### src/dctom_pkg.sv
`default_nettype none
package dctom_pkg;
  localparam int unsigned CLK_FREQ_HZ = 100_000_000;
  localparam int unsigned CLK_PER_MS = CLK_FREQ_HZ / 1000;
  localparam int unsigned CLK_PER_US = CLK_FREQ_HZ / 1_000_000;
  // Discrepancy window as printed, in ms
  localparam int unsigned DISC_TIME_MS = 100;
  localparam int unsigned DISC_CYCLES = DISC_TIME_MS * CLK_PER_MS;
  // Longest tolerated test pulse, in us
  localparam int unsigned PULSE_MAX_US = 1000;
  localparam int unsigned PULSE_CYCLES = PULSE_MAX_US * CLK_PER_US;
  localparam int unsigned CNT_W = 32;
  localparam logic [7:0] ERR_MAIN_SAFETY = 8'h34;
  localparam logic [3:0] ERR_SUB_NONE = 4'h0;
  localparam logic [3:0] ERR_SUB_DISC = 4'h1;
  localparam logic [3:0] ERR_SUB_SUPPLY = 4'h2;

  typedef enum logic [1:0] {
    DCTOM_RUN = 2'b00,
    DCTOM_WAIT = 2'b01,
    DCTOM_SAFE = 2'b10,
    DCTOM_FAULT = 2'b11
  } dctom_state_t;

  typedef struct packed {
    logic valid;
    logic [7:0] main_index;
    logic [3:0] sub_index;
  } dctom_err_t;

  typedef struct packed {
    logic led_green;
    logic led_yellow;
  } dctom_led_t;
endpackage
`default_nettype wire

### src/dctom_pulse_filter.sv
`default_nettype none
// Low pulses shorter than max_width are swallowed; longer lows pass
module dctom_pulse_filter #(
  parameter int unsigned CNT_W = 32
) (
  input wire logic clk,
  input wire logic reset,
  input wire logic raw_in,
  input wire logic [CNT_W-1:0] max_width,
  output logic filt_out
);
  typedef struct packed {
    logic level;
    logic [CNT_W-1:0] cnt;
  } dctom_flt_state_t;

  dctom_flt_state_t st_r;
  dctom_flt_state_t st_nxt;

  always_comb begin
    st_nxt = st_r;
    if (raw_in) begin
      st_nxt.cnt = '0;
      st_nxt.level = 1'b1;
    end else if (st_r.level) begin
      if (st_r.cnt >= max_width) begin
        st_nxt.level = 1'b0;
      end else begin
        st_nxt.cnt = st_r.cnt + {{(CNT_W-1){1'b0}}, 1'b1};
      end
    end
  end

  always_ff @(posedge clk) begin
    if (reset) begin
      st_r <= '0;
    end else begin
      st_r <= st_nxt;
    end
  end

  assign filt_out = st_r.level;

  AST_SHORT_LOW_HELD: assert property (@(posedge clk) disable iff (reset)
    (st_r.level && !raw_in && st_r.cnt < max_width) |=> filt_out)
    else $error("Short low pulse reached filter output");
  AST_LONG_LOW_DROPS: assert property (@(posedge clk) disable iff (reset)
    (st_r.level && !raw_in && st_r.cnt >= max_width) |=> !filt_out)
    else $error("Long low level not passed as request");
  AST_HIGH_PASSES: assert property (@(posedge clk) disable iff (reset)
    raw_in |=> filt_out)
    else $error("High level not passed by filter");
endmodule
`default_nettype wire

### src/dctom_monitor.sv
`default_nettype none
// Functional notes
// - Torque-off only when both inputs drop to 0 V; no other request path.
// - Settled levels of both inputs compared; disagreement raises an error.
// - Second input must follow within discrepancy window, default 100 ms.
// - Short test pulses are filtered and never trigger torque-off alone.
// - Driver supply is switched and supervised from the input state.
// - Torque-off cuts motor power; no standstill monitoring is done.
// - Status reported on a normally open potential-free feedback contact.
// - Expired discrepancy window reports error 52 sub-index 1.
// - Supply loss with modulation enabled in torque-off reports error 52 sub-index 2.
// - LED yellow while torque-off is active, green otherwise.
module dctom_monitor #(
  parameter int unsigned DISC_CYCLES = dctom_pkg::DISC_CYCLES,
  parameter int unsigned PULSE_CYCLES = dctom_pkg::PULSE_CYCLES
) (
  input wire logic clk,
  input wire logic reset,
  input wire logic torque_off_input_a,
  input wire logic torque_off_input_b,
  input wire logic modulation_enable,
  input wire logic driver_supply_ok,
  input wire logic error_ack,
  output logic driver_supply_enable,
  output logic feedback_contact_closed,
  output dctom_pkg::dctom_led_t status_led,
  output dctom_pkg::dctom_err_t error_code
);
  typedef struct packed {
    dctom_pkg::dctom_state_t state;
    logic [dctom_pkg::CNT_W-1:0] disc_cnt;
    logic supply_en;
    logic contact;
    dctom_pkg::dctom_led_t led;
    dctom_pkg::dctom_err_t err;
  } dctom_mon_state_t;

  localparam logic [dctom_pkg::CNT_W-1:0] DISC_LIMIT = dctom_pkg::CNT_W'(DISC_CYCLES);
  localparam logic [dctom_pkg::CNT_W-1:0] PULSE_LIMIT = dctom_pkg::CNT_W'(PULSE_CYCLES);

  dctom_mon_state_t st_r;
  dctom_mon_state_t st_nxt;
  logic filt_a;
  logic filt_b;
  logic both_low;
  logic both_high;

  dctom_pulse_filter #(.CNT_W(dctom_pkg::CNT_W)) u_filt_a (
    .clk(clk),
    .reset(reset),
    .raw_in(torque_off_input_a),
    .max_width(PULSE_LIMIT),
    .filt_out(filt_a)
  );

  dctom_pulse_filter #(.CNT_W(dctom_pkg::CNT_W)) u_filt_b (
    .clk(clk),
    .reset(reset),
    .raw_in(torque_off_input_b),
    .max_width(PULSE_LIMIT),
    .filt_out(filt_b)
  );

  assign both_low = !filt_a && !filt_b;
  assign both_high = filt_a && filt_b;

  function automatic dctom_pkg::dctom_err_t make_err(input logic [3:0] sub);
    make_err.valid = 1'b1;
    make_err.main_index = dctom_pkg::ERR_MAIN_SAFETY;
    make_err.sub_index = sub;
  endfunction

  always_comb begin
    st_nxt = st_r;
    case (st_r.state)
      dctom_pkg::DCTOM_RUN: begin
        if (both_low) begin
          st_nxt.state = dctom_pkg::DCTOM_SAFE;
        end else if (!both_high) begin
          st_nxt.state = dctom_pkg::DCTOM_WAIT;
          st_nxt.disc_cnt = '0;
        end
      end
      dctom_pkg::DCTOM_WAIT: begin
        // Driver supply off and contact open while one channel alone is low
        if (both_low) begin
          st_nxt.state = dctom_pkg::DCTOM_SAFE;
          st_nxt.disc_cnt = '0;
        end else if (both_high) begin
          st_nxt.state = dctom_pkg::DCTOM_RUN;
          st_nxt.disc_cnt = '0;
        end else if (st_r.disc_cnt >= DISC_LIMIT - 1'b1) begin
          st_nxt.state = dctom_pkg::DCTOM_FAULT;
          st_nxt.err = make_err(dctom_pkg::ERR_SUB_DISC);
        end else begin
          st_nxt.disc_cnt = st_r.disc_cnt + 1'b1;
        end
      end
      dctom_pkg::DCTOM_SAFE: begin
        if (!both_low) begin
          // Leaving safe state also needs agreement within the window
          st_nxt.state = both_high ? dctom_pkg::DCTOM_RUN : dctom_pkg::DCTOM_WAIT;
          st_nxt.disc_cnt = '0;
        end
      end
      dctom_pkg::DCTOM_FAULT: begin
        // Latched until acknowledged with both inputs low
        if (error_ack && both_low) begin
          st_nxt.state = dctom_pkg::DCTOM_SAFE;
          st_nxt.err = '0;
        end
      end
      default: begin
        st_nxt.state = dctom_pkg::DCTOM_FAULT;
      end
    endcase

    // Supply removed under live modulation; wins over the ack clear, replaced by a later discrepancy error
    if (!driver_supply_ok && modulation_enable && st_r.supply_en == 1'b0
        && st_nxt.state == dctom_pkg::DCTOM_SAFE) begin
      st_nxt.err = make_err(dctom_pkg::ERR_SUB_SUPPLY);
    end

    st_nxt.supply_en = (st_nxt.state == dctom_pkg::DCTOM_RUN);
    st_nxt.contact = (st_nxt.state == dctom_pkg::DCTOM_SAFE);
    st_nxt.led.led_yellow = (st_nxt.state == dctom_pkg::DCTOM_SAFE);
    st_nxt.led.led_green = (st_nxt.state != dctom_pkg::DCTOM_SAFE);
  end

  always_ff @(posedge clk) begin
    if (reset) begin
      st_r.state <= dctom_pkg::DCTOM_SAFE;
      st_r.disc_cnt <= '0;
      st_r.supply_en <= 1'b0;
      st_r.contact <= 1'b1;
      st_r.led <= 2'b01;
      st_r.err <= '0;
    end else begin
      st_r <= st_nxt;
    end
  end

  assign driver_supply_enable = st_r.supply_en;
  assign feedback_contact_closed = st_r.contact;
  assign status_led = st_r.led;
  assign error_code = st_r.err;

  AST_SAFE_NO_SUPPLY: assert property (@(posedge clk) disable iff (reset)
    (st_r.state == dctom_pkg::DCTOM_SAFE) |-> !driver_supply_enable)
    else $error("Driver supply on in torque-off");
  AST_BOTH_LOW_SAFE: assert property (@(posedge clk) disable iff (reset)
    (both_low && st_r.state != dctom_pkg::DCTOM_FAULT)
     |=> (st_r.state == dctom_pkg::DCTOM_SAFE))
    else $error("Both channels low without torque-off");
  AST_ONE_LOW_NO_SAFE: assert property (@(posedge clk) disable iff (reset)
    (st_r.state == dctom_pkg::DCTOM_RUN && filt_a && !filt_b)
     |=> (st_r.state == dctom_pkg::DCTOM_WAIT))
    else $error("Single channel caused wrong transition");
  AST_DISC_EXPIRE: assert property (@(posedge clk) disable iff (reset)
    (st_r.state == dctom_pkg::DCTOM_WAIT && st_r.disc_cnt == DISC_LIMIT - 1'b1 && !both_low
     && !both_high) |=> (st_r.state == dctom_pkg::DCTOM_FAULT))
    else $error("Discrepancy expiry missed");
  AST_DISC_CODE: assert property (@(posedge clk) disable iff (reset)
    ($rose(st_r.state == dctom_pkg::DCTOM_FAULT)) |-> (error_code.valid
     && error_code.main_index == dctom_pkg::ERR_MAIN_SAFETY
     && error_code.sub_index == dctom_pkg::ERR_SUB_DISC))
    else $error("Wrong discrepancy error code");
  AST_AGREE_CLEARS: assert property (@(posedge clk) disable iff (reset)
    (st_r.state == dctom_pkg::DCTOM_WAIT && both_high) |=> (st_r.disc_cnt == '0
     && st_r.state == dctom_pkg::DCTOM_RUN))
    else $error("Agreement did not clear timer");
  AST_LED_MATCH: assert property (@(posedge clk) disable iff (reset)
    status_led.led_yellow == feedback_contact_closed
     && status_led.led_green == !feedback_contact_closed)
    else $error("LED disagrees with torque-off state");
  AST_CONTACT_OPEN_RUN: assert property (@(posedge clk) disable iff (reset)
    driver_supply_enable |-> !feedback_contact_closed)
    else $error("Contact closed while running");
  AST_SUPPLY_CODE: assert property (@(posedge clk) disable iff (reset)
    (st_r.state == dctom_pkg::DCTOM_SAFE && !st_r.supply_en && !driver_supply_ok
     && modulation_enable && both_low) |=> (error_code.sub_index == dctom_pkg::ERR_SUB_SUPPLY))
    else $error("Supply loss error missed");

  // Timer, latched fault, driver supply and contact must not drift, or a late channel goes unnoticed
  AST_MIXED_NO_SUPPLY: assert property (@(posedge clk) disable iff (reset)
    !both_high |=> !driver_supply_enable)
    else $error("Driver supply on without both channels high");
  AST_RUN_TIMER_IDLE: assert property (@(posedge clk) disable iff (reset)
    (st_r.state == dctom_pkg::DCTOM_RUN) |-> (st_r.disc_cnt == '0))
    else $error("Discrepancy timer not idle while running");
  AST_TIMER_BOUND: assert property (@(posedge clk) disable iff (reset)
    st_r.disc_cnt < DISC_LIMIT)
    else $error("Discrepancy timer past its window");
  AST_TIMER_COUNTS: assert property (@(posedge clk) disable iff (reset)
    (st_r.state == dctom_pkg::DCTOM_WAIT && !both_low && !both_high
     && st_r.disc_cnt < DISC_LIMIT - 1'b1)
     |=> (st_r.state == dctom_pkg::DCTOM_WAIT && st_r.disc_cnt == $past(st_r.disc_cnt) + 1'b1))
    else $error("Discrepancy timer did not advance");
  AST_FAULT_FROM_WAIT: assert property (@(posedge clk) disable iff (reset)
    $rose(st_r.state == dctom_pkg::DCTOM_FAULT)
     |-> ($past(st_r.state) == dctom_pkg::DCTOM_WAIT))
    else $error("Fault entered from outside the discrepancy wait");
  AST_FAULT_LATCHED: assert property (@(posedge clk) disable iff (reset)
    (st_r.state == dctom_pkg::DCTOM_FAULT && !(error_ack && both_low))
     |=> (st_r.state == dctom_pkg::DCTOM_FAULT))
    else $error("Fault released without acknowledge");
  AST_ERR_STICKY: assert property (@(posedge clk) disable iff (reset)
    (error_code.valid && !(st_r.state == dctom_pkg::DCTOM_FAULT && error_ack && both_low))
     |=> error_code.valid)
    else $error("Error code cleared without acknowledge");
  AST_ACK_RECOVERS: assert property (@(posedge clk) disable iff (reset)
    (st_r.state == dctom_pkg::DCTOM_FAULT && error_ack && both_low && driver_supply_ok)
     |=> (st_r.state == dctom_pkg::DCTOM_SAFE && !error_code.valid))
    else $error("Acknowledge did not release the fault");
  AST_LOW_CLOSES_CONTACT: assert property (@(posedge clk) disable iff (reset)
    (both_low && st_r.state != dctom_pkg::DCTOM_FAULT) |=> feedback_contact_closed)
    else $error("Contact open during torque-off");
endmodule
`default_nettype wire

### config.mk
export PLATFORM = sky130hd
export DESIGN_NAME = dctom_monitor
export DESIGN_NICKNAME = d
export VERILOG_FILES = /design/src/dctom_pkg.sv /design/src/dctom_pulse_filter.sv /design/src/dctom_monitor.sv
export SDC_FILE = /design/constraint.sdc
export NUM_CORES = 1
export LEC_CHECK = 0
export ABC_CLOCK_PERIOD_IN_PS = 2850
export BUFFER_PORTS_ARGS = -buffer_cell sky130_fd_sc_hd__buf_2
export CAP_MARGIN = 20
export CELL_PAD_IN_SITES_DETAIL_PLACEMENT = 1
export CELL_PAD_IN_SITES_GLOBAL_PLACEMENT = 1
export CORE_MARGIN = 2
export CORE_UTILIZATION = 30
export CTS_CLUSTER_DIAMETER = 100
export DETAILED_ROUTE_END_ITERATION = 7
export HOLD_SLACK_MARGIN = 0.05
export PLACE_DENSITY_LB_ADDON = 0.08
export SLEW_MARGIN = 0
export SYNTH_ARGS = -nofsm -noshare
export SYNTH_HDL_FRONTEND = slang
export SYNTH_SLANG_ARGS = --single-unit
### constraint.sdc
create_clock -name clk -period 2.85 [get_ports clk]
set_clock_uncertainty 0.2 [all_clocks]
set_input_delay 0.1425 -clock clk [delete_from_list [all_inputs] [get_ports clk]]
set_output_delay 0.1425 -clock clk [all_outputs]
set_load 0.01 [all_outputs]
==> results of run 1 <==
## how the worst max path moves through the flow
stage / from / slack [ns] / endpoint / cells past startpoint
floorplan: st_r[49] / 0.36 / st_r[36] / 10
global placement: st_r[36] / 0.25 / st_r[29] / 6
detailed placement: st_r[36] / 0.15 / st_r[24] / 6
CTS: st_r[49] / 0.14 / st_r[30] / 8
global route: st_r[50] / -0.007 / st_r[35] / 9
finish: st_r[50] / 0.19 / st_r[35] / 9
## per-stage QoR
step / instance area (um^2) / power (mW) / util, % / hold slack [ns] / setup slack (ns)
3_3_place_gp: 5360 / 2.00 / 32.3 / 0.195 / 0.250
2_1_floorplan: 5120 / 1.91 / - / 0.0632 / 0.359
4_1_cts: 5740 / 3.42 / 34.6 / 0.105 / 0.137
6_report: 5770 / 3.39 / 34.8 / 0.108 / 0.187
5_1_grt: 5770 / 3.56 / 34.8 / 0.135 / -0.00714
3_5_place_dp: 5360 / 2.01 / 32.3 / 0.204 / 0.152
## final cells by class
cell class                      count  share of cell area, %
Multi-Input combinational cell    443                   47.2
Clock buffer                       10                   4.14
Clock inverter                      5                   1.50
Timing Repair Buffer               37                   4.40
Inverter                           19                   1.24
Tap cell                          220                   4.77
Sequential cell                   106                   36.8
## worst max-delay path: cells and delay by family, from the launching register on
kind | cells | cell delay, ns
simple gates | 3 | 0.76
compound gates | 3 | 0.60
buf+inv | 2 | 0.27
flops | 1 | 0.46
fa+ha+maj | 1 | 0.29
## synth_stat cells, types with 3 or more instances
cell type / n
nand4_1: 14
and3_1: 12
a21oi_1: 33
inv_1: 19
nor3_1: 14
or4_1: 8
o21a_1: 4
a31oi_1: 3
dfxtp_1: 106
or3_1: 9
nand2_1: 43
buf_2: 6
o21ai_0: 17
nor4_1: 27
o21ba_2: 3
nor2_1: 75
and2_1: 33
or2_2: 3
nor3b_1: 3
buf_4: 15
clkbuf_1: 12
xor2_1: 6
o31ai_1: 3
ha_1: 12
o211ai_1: 8
nand2b_1: 5
nand3_1: 20
nor4b_1: 4
xnor2_1: 28
a31o_2: 9
## flip-flops by register name, summed over array words and instances (netlist names)
signal / flops
u_filt_b.filt_out: 1
u_filt_a.st_r: 32
u_filt_b.st_r: 32
u_filt_a.filt_out: 1
status_led: 2
error_code: 3
driver_supply_enable: 1
st_r: 34
## power groups by stage
stage	clock, mW	combinational (mW)	sequential, mW
5_1_grt	1.50	0.527	1.54
4_1_cts	1.44	0.452	1.53
3_5_place_dp	0	0.444	1.57
6_report	1.38	0.472	1.53
3_3_place_gp	0	0.434	1.56
2_1_floorplan	0	0.347	1.56
## metal layers
| metal | wire (um) | vias up | share of wire [%] |
|---|---|---|---|
| li1 | - | 2129 | - |
| met1 | 6030 | 2107 | 47 |
| met2 | 6340 | 21 | 49 |
| met3 | 266 | 17 | 2.1 |
| met4 | 203 | 2 | 1.6 |
| met5 | 13 | - | 0.10 |
## placed cells by master (no fill, tap or decap), types with 3 or more instances in the layout
master and count:
nand2_1 43, o21a_1 4, o31ai_1 3, inv_1 19
o21ba_2 3, buf_4 15, or4_1 8, ha_1 12
dlygate4sd3_1 5, buf_2 16, nand3_1 20, nor4_1 27
clkbuf_16 9, xor2_1 6, or3_1 9, a31oi_1 3
nor4b_1 4, a31o_2 9, o21ai_0 17, and2_1 33
and3_1 12, nand2b_1 5, dfxtp_1 105, nor3b_1 3
nor3_1 14, nor2_1 75, a21oi_1 32, o211ai_1 8
nand4_1 14, conb_1 7, xnor2_1 28, or2_2 3
## cells by family (layout without fill, tap and decap cells)
family,count (synthesis),after routing
and+or+nand+nor,285,285
DFF,106,106
AOI/OAI and AO/OA,103,104
buffers and inverters,56,71
xor gates and xnor gates,34,34
adders and majority gates,12,12
other,1,7
muxes,1,1
## what timing repair did
item | CTS | global route
gates resized for setup | 0 | 5
hold endpoints to repair | 13 | 0
hold buffers | 5 | 0
setup endpoints to repair | 0 | 7
==> summary.md, run 1 <==
| Metric | Value |
|---|---|
| Max Fclk | `375 MHz` |
| Classification of the worst-slack hold path | `input pin to register` |
| Reg2reg setup slack | `0.19 ns` |
| R2r startpoint | `st_r[50]` |
| Initial Util | `30.7%` |
| Synth Flop Type | `dfxtp_1` |
| Die W | `134 um` |
| Cells after Synth | `598` |
| Max IR drop VDD | `0.306 mV` |
| Crit path largest cell delay | `0.46 ns` |
| Synth top area share | `41.7%` |
| Data arrival time of the worst path | `2.75 ns` |
| Via count | `4276` |
| FF+latch area | `2120 um^2` |
| Nets | `635` |
| XOR/XNOR Fraction of Synth Area | `5.84%` |
| Non-Filler Instances | `840` |
| First-pass GRT wire length | `21.5 mm` |
| CP Data Required Time | `2.93 ns` |
| Logic pwr share | `14.0%` |
| Pin count of the biggest net entering global routing | `29` |
| Actual slew at the worst max-slew pin | `0.851 ns` |
| Status | `finished clean` |
| Mean Syn Cell Area | `8.52 um^2` |
| EDFF count, synth | `0` |
| PwrDens | `586 nW/um^2` |
| Pleak | `1.97 nW` |
| Ant diodes | `0` |
| Post-synthesis mux area share | `0.196%` |
| Die height | `134 um` |
| # clock sinks | `106` |
| WHS Path Cells | `4` |
| Via/cell ratio | `5.09` |
| Share of layout cells above drive strength 1 | `12.7%` |
| Top cells by area, synth | `dfxtp_1 (42%), nor2_1 (5.5%), xnor2_1 (4.8%), and2_1 (4.1%), nor4_1 (3.3%)` |
| PortBufs | `16` |
| TritonCTS buffer count | `9` |
| CTS root buf | `clkbuf_16` |
| GP Congestion | `0.737` |
| GRT met2 Usage | `26.0%` |
| Routed Antenna Nets | `0` |
| Clock power share | `40.8%` |
| Simple-gate share of the synthesized area | `29.6%` |
| Pint | `2.48 mW` |
| Adder-cell area share of the yosys netlist | `2.95%` |
| CTS tree | `built` |
| Rel. slew slack | `43.3%` |
| Setup TNS Final | `0 ns` |
| Gr ovfl total | `0` |
| Largest family of logic cells by synthesized area | `simple AND/OR/NAND/NOR gates` |
| Synth area leader | `dfxtp_1` |
| All-layer global routing usage | `14.7%` |
| Initial DRC Count | `158` |
| Synth async-reset ratio | `0%` |
| Global Route met1 Usage | `17.5%` |
| # fillers | `2018` |
| Critical R2R Capture | `st_r[35]` |
| Vias in the first global route | `4455` |
| Max FO, Critical Path | `9` |
| Final hold viol count | `0` |
| Worst Setup Path Type | `register to register` |
| Final period utilization | `93.4%` |
| Sequential fraction of the synthesis area | `41.7%` |
| DRC Markers | `0` |
| Compound-Gate Fraction of Synth Area | `13.9%` |
| P&R area growth vs syn | `13.3%` |
| Hold EP | `error_code[1]` |
| Setup violations, final | `0` |
| IO Pins | `24` |
| Hold_sp | `error_ack` |
| DP Wirelength | `9.00 mm` |
| Setup Buffers After CTS | `0` |
| Max-cap viol count | `0` |
| Yosys cell types | `67` |
| Post-synthesis register bit count | `106` |
| Worst skew pair latency | `0.36 ns` |
| Synth warn | `0` |
| Slew Limit Fails | `0` |
| Switching Share | `26.8%` |
| Total Wirelength | `12.9 mm` |
| # placed instances | `818` |
| Wirelength per Cell | `15.3 um` |
| # rows | `47` |
| CP cell instances | `inv_1 -> ha_1 -> nand2b_1 -> nor2_1 -> o22a_2 -> buf_4 -> o211ai_1 -> or3_1 -> a21oi_1` |
| Startpoint class of the critical path | `register` |
| Post-Syn Area | `5090 um^2` |
| Initial antenna violation count | `1` |
| First drt pass iteration count | `4` |
| GR peak layer | `met2` |
| Sw power | `0.908 mW` |
| Clock transition at path regs | `0.07 ns` |
| Die area | `18000 um^2` |
| Max Root-Sink Buffers | `2` |
| CORE AREA | `16600 um^2` |
| Setup crit end kind | `register` |
| Multi-input logic area | `2720 um^2` |
| Min Tclk post-route | `2.66 ns` |
| GR Layer Usage met3 | `3.59%` |
| Seq pwr share | `45.3%` |
| Reg2reg path depth | `9` |
| H-tree levels | `3` |
| Slowest cell on the critical path | `dfxtp_1` |
Note: power is estimated with default switching activity, not from simulation.
==> run 2, diff against run 1 <==
--- a/config.mk
+++ b/config.mk
@@ -5,6 +5,7 @@
 export SDC_FILE = /design/constraint.sdc
 export NUM_CORES = 1
 export LEC_CHECK = 0
+export ABC_AREA = 1
 export ABC_CLOCK_PERIOD_IN_PS = 2850
 export BUFFER_PORTS_ARGS = -buffer_cell sky130_fd_sc_hd__buf_2
 export CAP_MARGIN = 20
==> run 2 against run 1 <==
Effect of this change:
- sequential share of layout area decreased by 3.3 points
- non-clock buffer count shrank 7
- synthesized area grew 12%
- cell area grew 9.7%
- clock-buffer cell count increased by 1
- synthesized cell count increased by 43%
- worst hold slack lost 0.0028 ns
- maximum frequency increased by 7.5%
- core utilization fell by 0.96 points
- sequential power rose by 4%
- critical path depth rose by 3
- die area rose by 12%
- largest power group unchanged
- highest routed layer is now met4
==> summary.md, run 2 <==
| Metric | Value |
|---|---|
| Status | `finished clean` |
| Pleak | `2.29 nW` |
| Fin area | `6330 um^2` |
| Delay-heaviest family, CP | `simple AND/OR/NAND/NOR gates` |
| Synth top area share | `37.1%` |
| IO Pins | `24` |
| First-pass GRT wire length | `27.0 mm` |
| Max-cap viol count | `0` |
| # rows | `50` |
| Count leader, synth | `nand2_1` |
| Setup Buffers After CTS | `0` |
| Placed Instance Area | `5970 um^2` |
| Final period utilization | `86.9%` |
| Ant diodes | `0` |
| Slew Limit Fails | `0` |
| Synth area leader | `dfxtp_1` |
| EDFF count, synth | `0` |
| P&R area growth vs syn | `10.8%` |
| Min Tclk post-route | `2.48 ns` |
| Actual slew at the worst max-slew pin | `0.638 ns` |
| Rel. slew slack | `57.4%` |
| Most used cell, CP | `nor2_1` |
| Routed Antenna Nets | `0` |
| Utilization after layout | `33.9%` |
| Top Registers | `st_r: 34 flops, u_filt_a.st_r: 32 flops, u_filt_b.st_r: 32 flops` |
| Cells after Synth | `858` |
| Initial antenna violation count | `0` |
| Max IR drop VDD | `0.378 mV` |
| Slowest cell on the critical path | `dfxtp_1` |
| Post-Syn Area | `5720 um^2` |
| Sequential fraction of the synthesis area | `37.1%` |
| Vias in the first global route | `5566` |
| Worst Setup Path Type | `register to register` |
| Data arrival time of the worst path | `2.52 ns` |
| Die W | `142 um` |
| Initial Util | `30.6%` |
| Setup TNS Final | `0 ns` |
| Via/cell ratio | `4.82` |
| Total Wirelength | `15.5 mm` |
| Synth async-reset ratio | `0%` |
| Final hold viol count | `0` |
| CTS root buf | `clkbuf_16` |
| Top reg by flops | `st_r` |
| Synth warn | `0` |
| Synth Flop Type | `dfxtp_1` |
| Worst skew pair latency | `0.36 ns` |
| RSZ-0062 raised after global routing | `false` |
| Crit path largest cell delay | `0.40 ns` |
| Setup violations, final | `0` |
| DP Wirelength | `11.6 mm` |
| Yosys cell types | `41` |
| Setup crit end kind | `register` |
| Most common cell after layout, fill and taps aside | `nand2_1` |
| Max Root-Sink Buffers | `2` |
| CP cell instances | `inv_1 -> ha_1 -> nor2_1 -> nor2_1 -> nor2_1 -> nand2_4 -> inv_2 -> nand2_2 -> nand2_4 -> clkinv_2 -> o21ai_0 -> nor2_1` |
| Classification of the worst-slack hold path | `input pin to register` |
| CP Data Required Time | `2.89 ns` |
| Die area | `20200 um^2` |
| Max FO, Critical Path | `15` |
| PortBufs | `16` |
| Nets | `890` |
| Share of layout cells above drive strength 1 | `6.39%` |
| First drt pass iteration count | `7` |
| Via count | `5352` |
| Setup slack after layout | `0.372 ns` |
| Max Fclk | `404 MHz` |
| Final total power | `3.78 mW` |
| Top cells by area, synth | `dfxtp_1 (37%), nand2_1 (12%), nor2_1 (8.6%), inv_1 (7.9%), a21oi_1 (4.1%)` |
| Pin count of the biggest net entering global routing | `34` |
| Die height | `142 um` |
| Synth top cells by count | `nand2_1 (189), nor2_1 (131), inv_1 (120)` |
| GP Congestion | `0.810` |
| TritonCTS buffer count | `9` |
| Initial DRC Count | `187` |
| # clock sinks | `106` |
| CTS tree | `built` |
| Most frequent cells in the layout | `nand2_1 (189), nor2_1 (131), inv_1 (120)` |
| # fillers | `2405` |
| PwrDens | `598 nW/um^2` |
| Setup WS pre-CTS | `0.360 ns` |
| Post-synthesis register bit count | `106` |
| DRC Markers | `0` |
| All-layer global routing usage | `16.5%` |
| Largest register FFs | `34` |
| Startpoint class of the critical path | `register` |
| H-tree levels | `3` |
| Gr ovfl total | `0` |
| CP bufs+invs | `3` |
| Clock transition at path regs | `0.07 ns` |
| Wirelength per Cell | `14.0 um` |
| CORE AREA | `18700 um^2` |
| Mean Syn Cell Area | `6.66 um^2` |
[run 2: repair_timing]
item                                   in CTS  in global routing
hold buffers                                6                  0
endpoints found under the hold margin      14                  0
resized for setup                           0                  0
[run 2: final timing paths]
| check | depth (start not counted) | from | endpoint | slack, ns |
|---|---|---|---|---|
| setup reg to reg | 12 | u_filt_b.filt_out | st_r[31] | 0.37 |
| hold reg to reg | 2 | u_filt_a.st_r[19] | u_filt_a.st_r[19] | 0.23 |
| setup / recovery | 12 | u_filt_b.filt_out | st_r[31] | 0.37 |
| hold / removal | 6 | error_ack | error_code[1] | 0.11 |
[run 2: metal layers]
| layer | GRT usage [%] | share of wire, % |
|---|---|---|
| met2 | 28.7 | 48 |
| met3 | 2.66 | 1.9 |
| met1 | 20.8 | 48 |
| met4 | 5.21 | 1.6 |
| met5 | 0 | 0 |
[run 2: cell families after synthesis]
group,share of synthesized area [%]
other,0.0656
buffers and inverters,11.7
adders and majority gates,2.63
AOI/OAI and AO/OA,8.36
xor gates and xnor gates,4.14
and+or+nand+nor,36.0
DFF,37.1
[run 2: stage by stage]
stage / hold WS [ns] / std cells
CTS: 0.0922 / 1110
finish: 0.105 / 1110
detailed placement: 0.224 / 1088
floorplan: 0.0632 / 864
global route: 0.144 / 1110
global placement: 0.216 / 1088
[run 2: power breakdown]
| part | switching, mW | leakage (nW) | internal [mW] |
|---|---|---|---|
| clock network | 0.597 | 0.148 | 0.713 |
| logic | 0.638 | 1.29 | 0.244 |
| registers | 0.0497 | 0.856 | 1.54 |
[run 2: worst register-to-register path, delay by kind of cell (launching register included)]
family	cells	cell delay, ns
DFF	1	0.40
AOI/OAI and AO/OA	1	0.16
buffers and inverters	3	0.39
adders and majority gates	1	0.27
and+or+nand+nor	7	0.96
[run 2: area by class of cell]
type                       count  area (um^2)  share of cell area (%)
timing repair buffer          30          200                    3.16
tap                          234          293                    4.62
inverter                     123          463                    7.31
clock buffer                  11          243                    3.83
multi-input combinational    601         2950                    46.6
clock inverter                 5         62.6                   0.988
sequential                   106         2120                    33.5
==> run 3, diff against run 2 <==
--- a/config.mk
+++ b/config.mk
@@ -9,10 +9,8 @@
 export ABC_CLOCK_PERIOD_IN_PS = 2850
 export BUFFER_PORTS_ARGS = -buffer_cell sky130_fd_sc_hd__buf_2
 export CAP_MARGIN = 20
-export CELL_PAD_IN_SITES_DETAIL_PLACEMENT = 1
-export CELL_PAD_IN_SITES_GLOBAL_PLACEMENT = 1
 export CORE_MARGIN = 2
-export CORE_UTILIZATION = 30
+export CORE_UTILIZATION = 38
 export CTS_CLUSTER_DIAMETER = 100
 export DETAILED_ROUTE_END_ITERATION = 7
 export HOLD_SLACK_MARGIN = 0.05
==> run 3 against run 2 <==
Effect of this change:
- total power down 0.72%
- cell area down 0.73%
- core utilization up 9.2 points
- critical path type unchanged
- largest cell class unchanged
==> summary.md, run 3 (synthesis gave the netlist of run 2 again) <==
| Metric | Value |
|---|---|
| Initial Util | `39.2%` |
| Pleak | `2.31 nW` |
| Clock power share | `34.9%` |
| Actual slew at the worst max-slew pin | `0.571 ns` |
| Worst Setup Path Type | `register to register` |
| Via count | `5179` |
| First drt pass iteration count | `5` |
| # fillers | `1543` |
| Critical R2R Capture | `error_code[1]` |
| GP Congestion | `0.890` |
| Status | `finished clean` |
| Worst skew pair latency | `0.36 ns` |
| Initial DRC Count | `296` |
| Die height | `127 um` |
| CTS root buf | `clkbuf_16` |
| Reg2reg path depth | `15` |
| # clock sinks | `106` |
| First-pass GRT wire length | `22.2 mm` |
| Via/cell ratio | `4.88` |
| RSZ-0062 raised after global routing | `false` |
| Seq pwr share | `42.4%` |
| Share of layout cells above drive strength 1 | `6.50%` |
| TritonCTS buffer count | `9` |
| H-tree levels | `3` |
| P&R area growth vs syn | `9.96%` |
| Hold_sp | `error_ack` |
| DP Wirelength | `9.55 mm` |
| Vias in the first global route | `4754` |
| Pint | `2.51 mW` |
| R2r startpoint | `st_r[17]` |
| CORE AREA | `14600 um^2` |
| Final hold viol count | `0` |
| Reg2reg setup slack | `0.28 ns` |
| Classification of the worst-slack hold path | `input pin to register` |
| Hold EP | `error_code[8]` |
| Setup violations, final | `0` |
| # rows | `44` |
| Max Fclk | `389 MHz` |
| Setup Buffers After CTS | `0` |
| CTS tree | `built` |
| Data arrival time of the worst path | `2.62 ns` |
| Initial antenna violation count | `0` |
| Logic pwr share | `22.7%` |
| Setup TNS Final | `0 ns` |
| Startpoint class of the critical path | `register` |
| Slew Limit Fails | `0` |
| Pin count of the biggest net entering global routing | `34` |
| Largest register FFs | `34` |
| Final period utilization | `90.1%` |
| Setup crit end kind | `register` |
| PortBufs | `16` |
| Total Wirelength | `13.0 mm` |
| All-layer global routing usage | `16.7%` |
| Die W | `127 um` |
| Routed Antenna Nets | `0` |
| Sw power | `1.25 mW` |
| Top Registers | `st_r: 34 flops, u_filt_a.st_r: 32 flops, u_filt_b.st_r: 32 flops` |
| Final total power | `3.76 mW` |
| DRC Markers | `0` |
| Wirelength per Cell | `12.2 um` |
| Max-cap viol count | `0` |
| Gr ovfl total | `0` |
| Ant diodes | `0` |
| Top reg by flops | `st_r` |
| Rel. slew slack | `61.6%` |
| Clock transition at path regs | `0.07 ns` |
| Switching Share | `33.3%` |
| CP Data Required Time | `2.90 ns` |
| Max IR drop VDD | `0.359 mV` |
| Max Root-Sink Buffers | `2` |
| Max FO, Critical Path | `4` |
| Nets | `891` |
| Most frequent cells in the layout | `nand2_1 (189), nor2_1 (131), inv_1 (120)` |
| Die area | `16000 um^2` |
| PwrDens | `598 nW/um^2` |
| Most common cell after layout, fill and taps aside | `nand2_1` |
| WHS Path Cells | `6` |
| IO Pins | `24` |
| Min Tclk post-route | `2.57 ns` |
run 3: cell count changes in the layout (fill, tap and decap cells not counted):
cell / change
dlygate4sd3_1: +1
clkbuf_1: -1
clkinvlp_4: -1
inv_6: +2
run 3: worst max path at each step:
| stage | startpoint | endpoint | cells past startpoint |
|---|---|---|---|
| after global placement | st_r[19] | st_r[48] | 11 |
| final | st_r[17] | error_code[1] | 15 |
| after global routing | st_r[17] | error_code[1] | 15 |
| after detailed placement | st_r[50] | st_r[31] | 11 |
| after floorplan | u_filt_a.filt_out | st_r[33] | 14 |
| after CTS | st_r[17] | error_code[1] | 15 |
run 3: power groups by stage:
stage | clock [mW] | sequential, mW | combinational [mW]
finish | 1.31 | 1.59 | 0.855
floorplan | 0 | 1.62 | 0.685
CTS | 1.35 | 1.59 | 0.858
global route | 1.41 | 1.60 | 0.956
global placement | 0 | 1.62 | 0.833
detailed placement | 0 | 1.63 | 0.839
run 3: repair_timing:
action                                  4_1_cts  5_1_grt
hold buffers                                  7        0
resized for setup                             0        0
endpoints found under the setup margin        0        0
endpoints found under the hold margin        15        0
run 3: area by class of cell:
| class | instances | area [um^2] | area share, % |
|---|---|---|---|
| multi-input cells | 601 | 2950 | 46.9 |
| flip-flops and latches | 106 | 2120 | 33.8 |
| inverters | 123 | 463 | 7.36 |
| clock buffers | 10 | 239 | 3.80 |
| well taps | 184 | 230 | 3.66 |
| repair buffers | 31 | 210 | 3.34 |
| clock inverters | 6 | 72.6 | 1.15 |
run 3: worst max-delay path: stages (launching register included):
cell,delay [ns]
dfxtp_1,0.37
ha_1,0.22
nand2_2,0.09
nor2_4,0.14
nand2_1,0.08
nand2_1,0.06
nand2_1,0.05
nand2_1,0.06
nand2_1,0.06
nand2_2,0.10
nand2_1,0.09
nand2_1,0.09
a21oi_1,0.07
nand3_1,0.15
a21oi_1,0.08
dlygate4sd3_1,0.55
run 3: routing by layer:
metal	wire length, um	GRT usage (%)	vias to the layer above	share of wire [%]
met2	6020	27.7	71	46
met5	0	0	-	0
met1	6470	21.9	2340	50
met3	337	3.37	11	2.6
met4	170	5.24	0	1.3
li1	-	-	2757	-
run 3: metrics by stage:
stage | hold slack (ns) | setup slack (ns) | utilization (%) | std cells | area (um^2)
global route | 0.203 | 0.0450 | 43.1 | 1061 | 6290
floorplan | 0.0632 | 0.542 | - | 864 | 5740
detailed placement | 0.218 | 0.504 | 40.5 | 1038 | 5900
finish | 0.142 | 0.281 | 43.1 | 1061 | 6290
CTS | 0.129 | 0.252 | 43.1 | 1061 | 6290
global placement | 0.215 | 0.507 | 40.5 | 1038 | 5900
